$ cat config.mk
export PLATFORM = sky130hd
export DESIGN_NAME = scp_pll_ctrl
export DESIGN_NICKNAME = d
export VERILOG_FILES = /design/src/scp_pkg.sv /design/src/scp_lock_detect.sv /design/src/scp_pll_ctrl.sv
export VERILOG_INCLUDE_DIRS = /design/src
export SDC_FILE = /design/constraint.sdc
export NUM_CORES = 1
export LEC_CHECK = 0
export BUFFER_PORTS_ARGS = -buffer_cell sky130_fd_sc_hd__clkbuf_2
export CELL_PAD_IN_SITES_DETAIL_PLACEMENT = 0
export CELL_PAD_IN_SITES_GLOBAL_PLACEMENT = 1
export CORE_MARGIN = 2
export CORE_UTILIZATION = 35
export DETAILED_ROUTE_END_ITERATION = 12
export GPL_ROUTABILITY_DRIVEN = 0
export GPL_TIMING_DRIVEN = 0
export PLACE_DENSITY = 0.8
export SKIP_CTS_REPAIR_TIMING = 1
export SLEW_MARGIN = 20
export SYNTH_ARGS = -nofsm -noshare
export SYNTH_HDL_FRONTEND = slang
export SYNTH_SLANG_ARGS = --single-unit
$ cat constraint.sdc
create_clock -name clk -period 2.6 [get_ports clk]
set_input_delay 0 -clock clk [delete_from_list [all_inputs] [get_ports clk]]
set_output_delay 0 -clock clk [all_outputs]
set_load 0.1 [all_outputs]
$ cat src/scp_defines.svh
/*
 * Register offsets, field positions, reset values and timing counts of the
 * system clock multiplier control block.
 * Assumes it is included by bare name from the lock detector, the control block and the bench.
 */
`ifndef SCP_DEFINES_SVH
`define SCP_DEFINES_SVH

// ****************************************************************
// Register indices; the byte address is four times the index.
// ****************************************************************
`define SCP_IDX_PLL_CTRL 12'h100
`define SCP_IDX_NOM_PERIOD 12'h103
`define SCP_IDX_STAB_TIMER 12'h106
`define SCP_IDX_CAL_SYNC 12'hA02
`define SCP_IDX_STATUS 12'hD01
`define SCP_IDX_IRQ_MON 12'hD02
`define SCP_IDX_IN_DIV 12'hF00
`define SCP_IDX_FB_DIV 12'hF01
`define SCP_IDX_IRQ_MASK 12'hF02
`define SCP_IDX_PLL_EN 12'hF03

// ****************************************************************
// Field positions and reset values.
// ****************************************************************
`define SCP_CTRL_LDSEL_LO 0
`define SCP_CTRL_LD_DIS 2
`define SCP_CTRL_CPCUR_LO 3
`define SCP_CTRL_CP_MAN 6
`define SCP_CTRL_EXT_LF 7
`define SCP_CTRL_RESET 8'h18
`define SCP_CAL_BIT 0
`define SCP_ST_CAL_BUSY 1
`define SCP_ST_LOCK 0
`define SCP_ST_STABLE 4
`define SCP_FB_MIN 8'h06
`define SCP_FB_MAX 8'hFF
`define SCP_FB_RESET 8'h28
`define SCP_CPCUR_RESET 3'h3

// ****************************************************************
// Timing counts.
// ****************************************************************
`define SCP_CLK_MHZ 25
`define SCP_MS_US 1000
`define SCP_MS_CYCLES (`SCP_CLK_MHZ * `SCP_MS_US)
`define SCP_CAL_CYCLES 64

`endif

$ cat src/scp_pkg.sv
/*
 * Types of the system clock multiplier control block.
 * Assumes scp_defines.svh lies in the same folder.
 */
package scp_pkg;
    typedef enum logic [1:0] {
        SCP_CAL_IDLE = 2'b00,
        SCP_CAL_ARMED = 2'b01,
        SCP_CAL_RUN = 2'b10
    } scp_cal_e;
    typedef logic [31:0] scp_word_t;
endpackage : scp_pkg

$ cat src/scp_lock_detect.sv
/*
 * Lock detector: counts consecutive in-phase phase detector samples.
 * Assumes sample inputs are already synchronised to clk.
 */
`timescale 1ns/1ns
`include "scp_defines.svh"
module scp_lock_detect #(
    parameter int CNT_W = 11
) (
    // Clock and control.
    input wire logic clk,
    input wire logic reset,
    input wire logic ce,
    input wire logic disable_det,
    input wire logic [1:0] sel,
    // Phase detector samples.
    input wire logic sample_valid,
    input wire logic in_phase,
    // Result.
    output logic locked
);
    import scp_pkg::*;

    typedef struct packed {
        logic [CNT_W-1:0] cnt;
        logic locked;
    } scp_ld_s;

    scp_ld_s st_q;
    scp_ld_s st_d;
    logic [CNT_W-1:0] need;

    always_comb begin
        need = CNT_W'(128) << sel;
        st_d = st_q;
        if (disable_det) begin
            st_d.cnt = '0;
            st_d.locked = 1'b0;
        end else if (sample_valid) begin
            if (!in_phase) begin
                st_d.cnt = '0;
                st_d.locked = 1'b0;
            end else if (!st_q.locked) begin
                st_d.cnt = st_q.cnt + CNT_W'(1);
                if (st_d.cnt >= need) begin
                    st_d.locked = 1'b1;
                end
            end
        end
    end

    always_ff @(posedge clk) begin
        if (reset) begin
            st_q <= '0;
        end else if (ce) begin
            st_q <= st_d;
        end
    end

    assign locked = st_q.locked;
endmodule : scp_lock_detect

$ cat src/scp_pll_ctrl.sv
/*
 * System clock multiplier control: registers over AXI4-Lite, lock detect,
 * charge pump selection, stability timer and oscillator calibration start.
 * Assumes the analog phase detector samples and clock presence come from
 * outside the clk domain and are synchronised here.
 */
// The AXI4-Lite slave port was chosen for this implementation.
//
// Function
// - input divider ratio 1, 2, 4 or 8
// - feedback divider accepts values 6 to 255
// - control bit 2 disables lock detector
// - lock after 128/256/512/1024 in-phase samples
// - automatic pump current from feedback divider
// - manual pump current 125 to 1000 uA
// - control bit 7 selects external loop filter
// - 20-bit millisecond timer, zero times out now
// - enabled PLL: timer starts at lock
// - disabled PLL: timer starts at disable
// - timer expiry in status bit 4, pins
// - calibration starts after set then clear, with input clock present
// - calibration busy in status and monitor bit 1
// - reference monitors held off until stable
`timescale 1ns/1ns
`include "scp_defines.svh"
module scp_pll_ctrl #(
    parameter int MS_CYCLES = `SCP_MS_CYCLES,
    parameter int CAL_CYCLES = `SCP_CAL_CYCLES
) (
    // Clock, reset, enable.
    input wire logic clk,
    input wire logic reset,
    input wire logic ce,
    // AXI4-Lite slave.
    input wire logic [13:0] s_axi_awaddr,
    input wire logic s_axi_awvalid,
    output logic s_axi_awready,
    input wire scp_pkg::scp_word_t s_axi_wdata,
    input wire logic [3:0] s_axi_wstrb,
    input wire logic s_axi_wvalid,
    output logic s_axi_wready,
    output logic [1:0] s_axi_bresp,
    output logic s_axi_bvalid,
    input wire logic s_axi_bready,
    input wire logic [13:0] s_axi_araddr,
    input wire logic s_axi_arvalid,
    output logic s_axi_arready,
    output scp_pkg::scp_word_t s_axi_rdata,
    output logic [1:0] s_axi_rresp,
    output logic s_axi_rvalid,
    input wire logic s_axi_rready,
    // Analog side inputs.
    input wire logic pfd_sample,
    input wire logic pfd_in_phase,
    input wire logic sys_clock_input_present,
    // Analog side controls.
    output logic [1:0] in_div_sel,
    output logic [7:0] fb_div,
    output logic [2:0] cp_current,
    output logic ext_loop_filter,
    output logic tank_oscillator_cal,
    output logic [20:0] nominal_period,
    // Status outputs.
    output logic pll_locked,
    output logic pll_stable,
    output logic ref_monitor_enable
);
    import scp_pkg::*;

    typedef struct packed {
        logic aw_got;
        logic [13:0] awaddr;
        logic w_got;
        scp_word_t wdata;
        logic [3:0] wstrb;
        logic bvalid;
        logic [1:0] bresp;
        logic rvalid;
        scp_word_t rdata;
        logic [1:0] rresp;
        logic [7:0] ctrl;
        logic [20:0] nom;
        logic [19:0] stab;
        logic [7:0] cal_reg;
        logic [1:0] in_div;
        logic [7:0] fb;
        logic [7:0] mask;
        logic pll_en;
        scp_cal_e cal_st;
        logic [15:0] cal_cnt;
        logic tmr_run;
        logic tmr_done;
        logic [19:0] ms_left;
        logic [24:0] sub_cnt;
        logic [2:0] sync_a;
        logic [2:0] sync_b;
    } scp_top_s;

    scp_top_s st_q;
    scp_top_s st_d;
    logic locked;
    logic pll_dis_evt;
    logic wr_go;
    logic [7:0] status;
    logic [2:0] auto_cp;

    // ****************************************************************
    // Lock detector.
    // ****************************************************************
    scp_lock_detect u_ld (
        .clk(clk),
        .reset(reset),
        .ce(ce),
        .disable_det(st_q.ctrl[`SCP_CTRL_LD_DIS] || !st_q.pll_en),
        .sel(st_q.ctrl[`SCP_CTRL_LDSEL_LO +: 2]),
        .sample_valid(st_q.sync_b[0]),
        .in_phase(st_q.sync_b[1]),
        .locked(locked)
    );

    // ****************************************************************
    // Next state.
    // ****************************************************************
    always_comb begin
        st_d = st_q;
        // Two-stage synchronisers for analog inputs.
        st_d.sync_a = {sys_clock_input_present, pfd_in_phase, pfd_sample};
        st_d.sync_b = st_q.sync_a;
        wr_go = st_q.aw_got && st_q.w_got && !st_q.bvalid;
        pll_dis_evt = 1'b0;
        if (s_axi_awvalid && !st_q.aw_got) begin
            st_d.aw_got = 1'b1;
            st_d.awaddr = s_axi_awaddr;
        end
        if (s_axi_wvalid && !st_q.w_got) begin
            st_d.w_got = 1'b1;
            st_d.wdata = s_axi_wdata;
            st_d.wstrb = s_axi_wstrb;
        end
        if (wr_go) begin
            st_d.aw_got = 1'b0;
            st_d.w_got = 1'b0;
            st_d.bvalid = 1'b1;
            st_d.bresp = 2'h0;
            if (st_q.awaddr[13:2] == `SCP_IDX_PLL_CTRL && st_q.wstrb[0]) begin
                st_d.ctrl = st_q.wdata[7:0];
            end else if (st_q.awaddr[13:2] == `SCP_IDX_NOM_PERIOD && st_q.wstrb[0]) begin
                st_d.nom = st_q.wdata[20:0];
            end else if (st_q.awaddr[13:2] == `SCP_IDX_STAB_TIMER && st_q.wstrb[0]) begin
                st_d.stab = st_q.wdata[19:0];
            end else if (st_q.awaddr[13:2] == `SCP_IDX_CAL_SYNC && st_q.wstrb[0]) begin
                st_d.cal_reg = st_q.wdata[7:0];
            end else if (st_q.awaddr[13:2] == `SCP_IDX_IN_DIV && st_q.wstrb[0]) begin
                st_d.in_div = st_q.wdata[1:0];
            end else if (st_q.awaddr[13:2] == `SCP_IDX_FB_DIV && st_q.wstrb[0]) begin
                if (st_q.wdata[7:0] >= `SCP_FB_MIN) begin
                    st_d.fb = st_q.wdata[7:0];
                end else begin
                    st_d.bresp = 2'h2;
                end
            end else if (st_q.awaddr[13:2] == `SCP_IDX_IRQ_MASK && st_q.wstrb[0]) begin
                st_d.mask = st_q.wdata[7:0];
            end else if (st_q.awaddr[13:2] == `SCP_IDX_PLL_EN && st_q.wstrb[0]) begin
                st_d.pll_en = st_q.wdata[0];
                pll_dis_evt = st_q.pll_en && !st_q.wdata[0];
            end else begin
                st_d.bresp = 2'h2;
            end
        end
        if (st_q.bvalid && s_axi_bready) begin
            st_d.bvalid = 1'b0;
        end
        // Read channel.
        if (s_axi_arvalid && !st_q.rvalid) begin
            st_d.rvalid = 1'b1;
            st_d.rresp = 2'h0;
            st_d.rdata = '0;
            if (s_axi_araddr[13:2] == `SCP_IDX_PLL_CTRL) begin
                st_d.rdata[7:0] = st_q.ctrl;
            end else if (s_axi_araddr[13:2] == `SCP_IDX_NOM_PERIOD) begin
                st_d.rdata[20:0] = st_q.nom;
            end else if (s_axi_araddr[13:2] == `SCP_IDX_STAB_TIMER) begin
                st_d.rdata[19:0] = st_q.stab;
            end else if (s_axi_araddr[13:2] == `SCP_IDX_CAL_SYNC) begin
                st_d.rdata[7:0] = st_q.cal_reg;
            end else if (s_axi_araddr[13:2] == `SCP_IDX_STATUS) begin
                st_d.rdata[7:0] = status;
            end else if (s_axi_araddr[13:2] == `SCP_IDX_IRQ_MON) begin
                st_d.rdata[7:0] = status & st_q.mask;
            end else if (s_axi_araddr[13:2] == `SCP_IDX_IN_DIV) begin
                st_d.rdata[1:0] = st_q.in_div;
            end else if (s_axi_araddr[13:2] == `SCP_IDX_FB_DIV) begin
                st_d.rdata[7:0] = st_q.fb;
            end else if (s_axi_araddr[13:2] == `SCP_IDX_IRQ_MASK) begin
                st_d.rdata[7:0] = st_q.mask;
            end else if (s_axi_araddr[13:2] == `SCP_IDX_PLL_EN) begin
                st_d.rdata[0] = st_q.pll_en;
            end else begin
                st_d.rresp = 2'h2;
            end
        end else if (st_q.rvalid && s_axi_rready) begin
            st_d.rvalid = 1'b0;
        end
        // Calibration: armed by setting the bit, started once it is clear and the input clock is present.
        case (st_q.cal_st)
            SCP_CAL_IDLE: begin
                if (st_q.cal_reg[`SCP_CAL_BIT]) begin
                    st_d.cal_st = SCP_CAL_ARMED;
                end
            end
            SCP_CAL_ARMED: begin
                if (!st_q.cal_reg[`SCP_CAL_BIT] && st_q.sync_b[2]) begin
                    st_d.cal_st = SCP_CAL_RUN;
                    st_d.cal_cnt = 16'(CAL_CYCLES);
                end
            end
            SCP_CAL_RUN: begin
                st_d.cal_cnt = st_q.cal_cnt - 16'h0001;
                if (st_q.cal_cnt <= 16'h0001) begin
                    st_d.cal_st = SCP_CAL_IDLE;
                end
            end
            default: begin
                st_d.cal_st = SCP_CAL_IDLE;
            end
        endcase
        // Stability timer.
        if (st_q.stab == 20'h00000) begin
            st_d.tmr_run = 1'b0;
            st_d.tmr_done = 1'b1;
        end else if (pll_dis_evt || (st_q.pll_en && locked && !st_q.tmr_run
                && !st_q.tmr_done)) begin
            st_d.tmr_run = 1'b1;
            st_d.tmr_done = 1'b0;
            st_d.ms_left = st_q.stab;
            st_d.sub_cnt = 25'(MS_CYCLES - 1);
        end else if (st_q.tmr_run) begin
            if (st_q.sub_cnt != 25'h0000000) begin
                st_d.sub_cnt = st_q.sub_cnt - 25'h0000001;
            end else if (st_q.ms_left <= 20'h00001) begin
                st_d.tmr_run = 1'b0;
                st_d.tmr_done = 1'b1;
            end else begin
                st_d.ms_left = st_q.ms_left - 20'h00001;
                st_d.sub_cnt = 25'(MS_CYCLES - 1);
            end
        end
        if (wr_go && st_q.awaddr[13:2] == `SCP_IDX_STAB_TIMER && st_q.wstrb[0]
                && st_q.wdata[19:0] != 20'h00000) begin
            st_d.tmr_done = 1'b0;
            st_d.tmr_run = 1'b0;
        end
    end

    // ****************************************************************
    // Registers.
    // ****************************************************************
    always_ff @(posedge clk) begin
        if (reset) begin
            st_q <= '0;
            st_q.ctrl <= `SCP_CTRL_RESET;
            st_q.fb <= `SCP_FB_RESET;
        end else if (ce) begin
            st_q <= st_d;
        end
    end

    // ****************************************************************
    // Outputs.
    // ****************************************************************
    always_comb begin
        auto_cp = (st_q.fb > 8'h80) ? 3'h7 : (st_q.fb > 8'h40) ? 3'h5 : `SCP_CPCUR_RESET;
        status = '0;
        status[`SCP_ST_LOCK] = locked;
        status[`SCP_ST_CAL_BUSY] = (st_q.cal_st == SCP_CAL_RUN);
        status[`SCP_ST_STABLE] = st_q.tmr_done;
    end

    assign s_axi_awready = !st_q.aw_got;
    assign s_axi_wready = !st_q.w_got;
    assign s_axi_bvalid = st_q.bvalid;
    assign s_axi_bresp = st_q.bresp;
    assign s_axi_arready = !st_q.rvalid;
    assign s_axi_rvalid = st_q.rvalid;
    assign s_axi_rdata = st_q.rdata;
    assign s_axi_rresp = st_q.rresp;
    assign in_div_sel = st_q.in_div;
    assign fb_div = st_q.fb;
    // Manual field used only in manual mode.
    assign cp_current = st_q.ctrl[`SCP_CTRL_CP_MAN] ?
        st_q.ctrl[`SCP_CTRL_CPCUR_LO +: 3] : auto_cp;
    assign ext_loop_filter = st_q.ctrl[`SCP_CTRL_EXT_LF];
    assign tank_oscillator_cal = (st_q.cal_st == SCP_CAL_RUN);
    assign nominal_period = st_q.nom;
    assign pll_locked = locked;
    assign pll_stable = st_q.tmr_done;
    assign ref_monitor_enable = st_q.tmr_done;
endmodule : scp_pll_ctrl

# Word-level counts from Yosys, hierarchy flattened
# Index checks and enable logic that the tools add are counted.
# W data, S select, Z words.
[classes]
n_addsub = 4
order_cmp = 6
eq_ne = 28
n_shift = 1
n_mux = 72
bitwise_logic = 9
reduce_logical = 70
[ops]
columns = ["op", "count"]
rows = [
  ["$eq A12 B12 Y1 const B", 12],
  ["$mux W47", 2],
  ["$eq A12 B9 Y1 const B", 6],
  ["$mux W12", 5],
  ["$mux W2", 25],
  ["$mux W8", 6],
  ["$mux W45", 1],
  ["$mux W37", 1],
  ["$pmux W16 S2", 1],
  ["$mux W25", 1],
  ["$reduce_bool A25 Y1", 1],
  ["$sub A25 B1 Y25 const B", 1],
  ["$logic_and A1 B1 Y1", 23],
  ["$mux W22", 1],
  ["$le A20 B1 Y1 const B", 1],
  ["$logic_not A20 Y1", 1],
  ["$mux W20", 1],
  ["$reduce_bool A20 Y1", 1],
  ["$sub A20 B1 Y20 const B", 1],
  ["$mux W1", 18],
  ["$mux W18", 1],
  ["$reduce_and A2 Y1", 9],
  ["$reduce_and A9 Y1", 2],
  ["$le A16 B1 Y1 const B", 1],
  ["33 further kinds", 68],
]
[totals]
ff_bits = 238
inputBits = 75
out_inout_bits = 80

# Longest topological paths before layout
[depth]
depth_word = 15
mapped_depth = 12
ltp_nobuf = 12

# Cells and area by module
# A second synthesis with hierarchy kept.
[unflattened]
cells_unflattened = 1372
area_unflattened_um2 = 10980.5
[by_module_without_submodules]
columns = ["mod", "n_inst", "cells_each", "area_per_inst_um2", "seq_area_each_um2"]
rows = [
  ["scp_pll_ctrl", 1, 1281, 10236.1, 4164.0],
  ["scp_lock_detect", 1, 91, 744.5, 240.2],
]

# Worst setup path before layout
# OpenSTA, ideal clock, no wires.
[synth_timing]
path_type = "reg2out"
startpoint = "register st_q (netlist bit fb_div[2])"
endpoint = "output port cp_current[1]"
arrival_ns = 2.906
setup_slack_ns = -0.306
stages_incl_launch_ff = 6
path_buffers = 0
path_cell_list = "dfxtp_1 -> nor4_1 -> nand2_1 -> nand2_1 -> o21ai_0 -> o21ai_0"
[synth_via]
elab_chain_len = 4
[synth_lines]
columns = ["element", "line", "source"]
rows = [
  ["start, declared", "scp_pll_ctrl.sv:99", "scp_top_s st_q;"],
  ["start signal, assigned", "scp_pll_ctrl.sv:264", "st_q <= st_d;"],
  ["$gt A8 B7 Y1", "scp_pll_ctrl.sv:272", "auto_cp = (st_q.fb > 8'h80) ? 3'h7 : (st_q.fb > 8'h40) ? 3'h5 : `SCP_CPCUR_RESET;"],
  ["$mux W3 (no source line)", "n/a", ""],
  ["$mux W3 (no source line) (*)", "n/a", ""],
  ["$mux W3 (*)", "scp_pll_ctrl.sv:290", "assign cp_current = st_q.ctrl[`SCP_CTRL_CP_MAN] ?"],
  ["end, declared", "scp_pll_ctrl.sv:59", "output logic [2:0] cp_current,"],
]
# Every way passes the cells marked *; elsewhere a longest branch is shown, timed or not.

# Worst setup path in the final report
[layout_timing]
startpoint = "register st_q[228] (netlist name)"
endpoint = "register st_q[22] (netlist name)"
[layout_via]
elab_chain_len = 14
[layout_lines]
columns = ["element", "line", "source"]
rows = [
  ["$eq A12 B12 Y1 (no source line)", "n/a", ""],
  ["$logic_and A1 B1 Y1", "scp_pll_ctrl.sv:163", "end else if (st_q.awaddr[13:2] == `SCP_IDX_PLL_EN && st_q.wstrb[0]) begin"],
  ["$mux W1", "scp_pll_ctrl.sv:163", ""],
  ["$mux W1", "scp_pll_ctrl.sv:161", "end else if (st_q.awaddr[13:2] == `SCP_IDX_IRQ_MASK && st_q.wstrb[0]) begin"],
  ["$mux W1", "scp_pll_ctrl.sv:155", "end else if (st_q.awaddr[13:2] == `SCP_IDX_FB_DIV && st_q.wstrb[0]) begin"],
  ["$mux W1", "scp_pll_ctrl.sv:153", "end else if (st_q.awaddr[13:2] == `SCP_IDX_IN_DIV && st_q.wstrb[0]) begin"],
  ["$mux W1", "scp_pll_ctrl.sv:151", "end else if (st_q.awaddr[13:2] == `SCP_IDX_CAL_SYNC && st_q.wstrb[0]) begin"],
  ["$mux W1", "scp_pll_ctrl.sv:149", "end else if (st_q.awaddr[13:2] == `SCP_IDX_STAB_TIMER && st_q.wstrb[0]) begin"],
  ["$mux W1", "scp_pll_ctrl.sv:147", "end else if (st_q.awaddr[13:2] == `SCP_IDX_NOM_PERIOD && st_q.wstrb[0]) begin"],
  ["$mux W1 (*)", "scp_pll_ctrl.sv:145", "if (st_q.awaddr[13:2] == `SCP_IDX_PLL_CTRL && st_q.wstrb[0]) begin"],
  ["$mux W1 (*)", "scp_pll_ctrl.sv:140", "if (wr_go) begin"],
  ["$logic_or A1 B1 Y1 (*)", "scp_pll_ctrl.sv:231", "end else if (pll_dis_evt || (st_q.pll_en && locked && !st_q.tmr_run"],
  ["$ne A3 B3 Y1 (no source line) / $reduce_bool A2 Y1 (equally long branches)", "n/a", ""],
  ["$reduce_and A4 Y1 (no source line)", "n/a", ""],
]
# Marks and branches as above.
# A chain may end at the register's enable or synchronous reset.

==> metrics <==
status finished, violations left; failing checks negative setup slack; Max Clk Rate 0.357 GHz; CP Class reg2reg; Hold WS 0.0647 ns; Slew headroom 0.222; Crit Path Max Fanout 6; Area Overhead vs Synth 32.1%; Yosys top cell area share 0.401; logic gate share of total power 0.087; Worst-path clk slew 0.06 ns; CP peak stage delay 0.55 ns; core area 30700 um2; Placed Cells 1879; post-synth cell types 74; # H-tree levels 1; Clock Skew 0.0109 ns; VDD IR-drop max 0.369 mV; fill count 3060; post-layout worst setup margin -0.204 ns; clock latency on the worst-skew pair 0.53 ns; CTS tree yes; reg2reg setup slack -0.20 ns; final setup fails 37; Int Pwr 5.81 mW; Initial Utilization 0.357; number of diodes 0; Die ar. 32800 um2; CP max-delay cell or4_4; register area 4420 um2; Synth area leader dfxtp_1; synth warn 0; DR vias/cell 5.47; Sequential Power Share 0.441; clk sinks 220; RR Endpoint st_q[22]; most frequent cell after synthesis dfxtp_1; largest net degree at the start of global routing 15; multi-input logic area 6260 um2; Top FF cell, synth dfxtp_1; switch share 0.259; gr ovfl total 0; RSZ-0062 raised after global routing true; post-synthesis sequential area ratio 0.401; post-place setup slack -0.623 ns; register bit total from synthesis 220; Fin. Hold Viols 0; share of cells above drive strength 1 0.246; post-route ant nets 0; Hold Crit Class in2reg; via count 11.0k; vias in the first global route 9788; hold path start s_axi_araddr[8]; Post-synth ARST share 0; Clock Path Buffers 3; top cells by area, synth dfxtp_1 40%, mux2i_1 6.3%, nand2_1 5.9%, nor2_1 5.5%, a21oi_1 5.0%; Setup TNS Final -2.83 ns; Tcrit/Tclk final 1.08; maxcap violations 0; Die Y-Extent 181 um; Slew @ Worst Pin 1.15 ns; Num CTS Buffers 25; hold path depth 5; initial antenna violation count 0; r2r worst-path depth 9; Post-synth top cells 220 x dfxtp_1, 172 x nand2_1, 160 x nor2_1, 109 x a21oi_1, 71 x clkbuf_1; global-route wire length before repair 55200 um; Post-synth EDFFs 0; worst path cell trace or4_4, or4_4, o21ba_4, o32a_4, buf_6, buf_8, clkbuf_16, o41ai_1, a21oi_2; Post-Syn Instances 1350; Detailed Place HPWL 26200 um; NetSw 2.03 mW; destination of the worst hold path s_axi_rdata[0]; Avg Inst Size Synth 8.13 um2; power per cell area 540 nW/um2; CP most frequent cell or4_4; Worst EP arrival 3.21 ns; min Tclk post-route 2.80 ns; Max Slew Vio Count 0; leakage 5.91 nW; Clock Power Share 0.472; final std cells w/o fill 2005; Util after Layout 0.472; Detailed Routing Iterations Pass 1 5; FF-to-FF Start st_q[228]; num rows 64; Worst setup EP type register; Routed wire per std cell 18.7 um; die width 181 um; Root Driver clkbuf_16; Top Ports 155; Port Buffer Count 121; DRC 0; CP startpoint kind register; gr usage total 0.211; worst endpoint required time 3.01 ns; Post-Route WL 37400 um; fin nets 1678; Iteration-0 DRC Markers 992; mapped cell area 11000 um2
worst max path at each step:
| stage | from | to | slack [ns] | cells past startpoint |
|---|---|---|---|---|
| detailed placement | s_axi_araddr[11] | s_axi_rdata[7] | -0.62 | 8 |
| global route | st_q[228] | st_q[22] | -0.27 | 9 |
| floorplan | st_q[230] | st_q[24] | 0.006 | 7 |
| CTS | st_q[226] | st_q[29] | -0.52 | 8 |
| global placement | s_axi_araddr[11] | s_axi_rdata[7] | -0.62 | 8 |
| finish | st_q[228] | st_q[22] | -0.20 | 9 |
layout make-up:
class / count / share of cell area
multi-input combinational: 970 / 0.432
clock buffer: 30 / 0.0479
inverter: 23 / 0.00621
timing repair buffer: 208 / 0.102
tap: 396 / 0.0342
sequential: 220 / 0.305
clock inverter: 13 / 0.0108
buffer: 145 / 0.0620
flip-flops by register name, summed over array words and instances (netlist names):
name	cells
st_q	147
nominal_period	21
s_axi_rdata	21
u_ld.st_q	11
fb_div	8
st_d	3
in_div_sel	2
ext_loop_filter	1
pll_stable	1
s_axi_bresp	1
s_axi_bvalid	1
s_axi_rresp	1
s_axi_rvalid	1
u_ld.locked	1
power by group through the flow:
| stage | logic [mW] | registers [mW] | clock network (mW) |
|---|---|---|---|
| final | 0.683 | 3.46 | 3.70 |
| after CTS | 0.603 | 3.45 | 3.73 |
| after global placement | 0.598 | 3.53 | 0 |
| after detailed placement | 0.601 | 3.53 | 0 |
| after global routing | 0.725 | 3.46 | 3.89 |
| after floorplan | 0.403 | 3.53 | 0 |
cell usage in the layout (no fill, tap or decap), types with 12 or more instances in the layout:
master / Yosys / layout
a21oi_1: 109 / 98
a22o_1: 15 / 15
a22oi_1: 24 / 24
a31oi_1: 14 / 12
buf_4: 69 / 92
buf_6: 1 / 21
clkbuf_1: 71 / 56
clkbuf_16: 0 / 26
clkbuf_2: 0 / 127
conb_1: 1 / 13
dfxtp_1: 220 / 211
dlygate4sd3_1: 0 / 45
inv_1: 22 / 21
mux2i_1: 69 / 69
nand2_1: 172 / 168
nand2b_1: 16 / 15
nand3_1: 41 / 39
nor2_1: 160 / 158
nor3_1: 26 / 23
nor4_1: 28 / 21
o21ai_0: 43 / 26
o21ai_1: 2 / 17
or3_1: 21 / 18
or4_1: 16 / 12
metrics by stage:
stage	total power [mW]	area [um2]
after floorplan	3.93	11000
after global placement	4.12	12100
after detailed placement	4.13	12100
after CTS	7.78	13000
after global routing	8.07	14500
final	7.84	14500
kinds of logic (layout without fill, tap and decap cells):
kind of cell | count (synthesis) | in the layout | synth area share
multiplexers | 70 | 70 | 0.0639
flip-flops | 220 | 220 | 0.401
AND/OR/NAND/NOR | 561 | 561 | 0.249
AO/OA/AOI/OAI | 297 | 297 | 0.175
buffers and inverters | 172 | 419 | 0.0835
other | 1 | 13 | 0.000342
adder cells (fa/ha/maj) | 10 | 10 | 0.0114
XOR/XNOR | 19 | 19 | 0.0152
worst max-delay path, delay by kind of cell, from the launching register on:
kind,cells,cell delay [ns]
AND/OR/NAND/NOR,2,1.00
buffers and inverters,3,0.41
AO/OA/AOI/OAI,4,0.95
flip-flops,1,0.33
layer usage:
| layer | wire, um | global-route usage | up-vias |
|---|---|---|---|
| li1 | - | - | 5250 |
| met1 | 16700 | 0.292 | 5222 |
| met2 | 17400 | 0.336 | 417 |
| met3 | 2300 | 0.0308 | 81 |
| met4 | 1060 | 0.0696 | 0 |
| met5 | 0 | 0 | - |
Note: power is estimated with default switching activity, not from simulation.
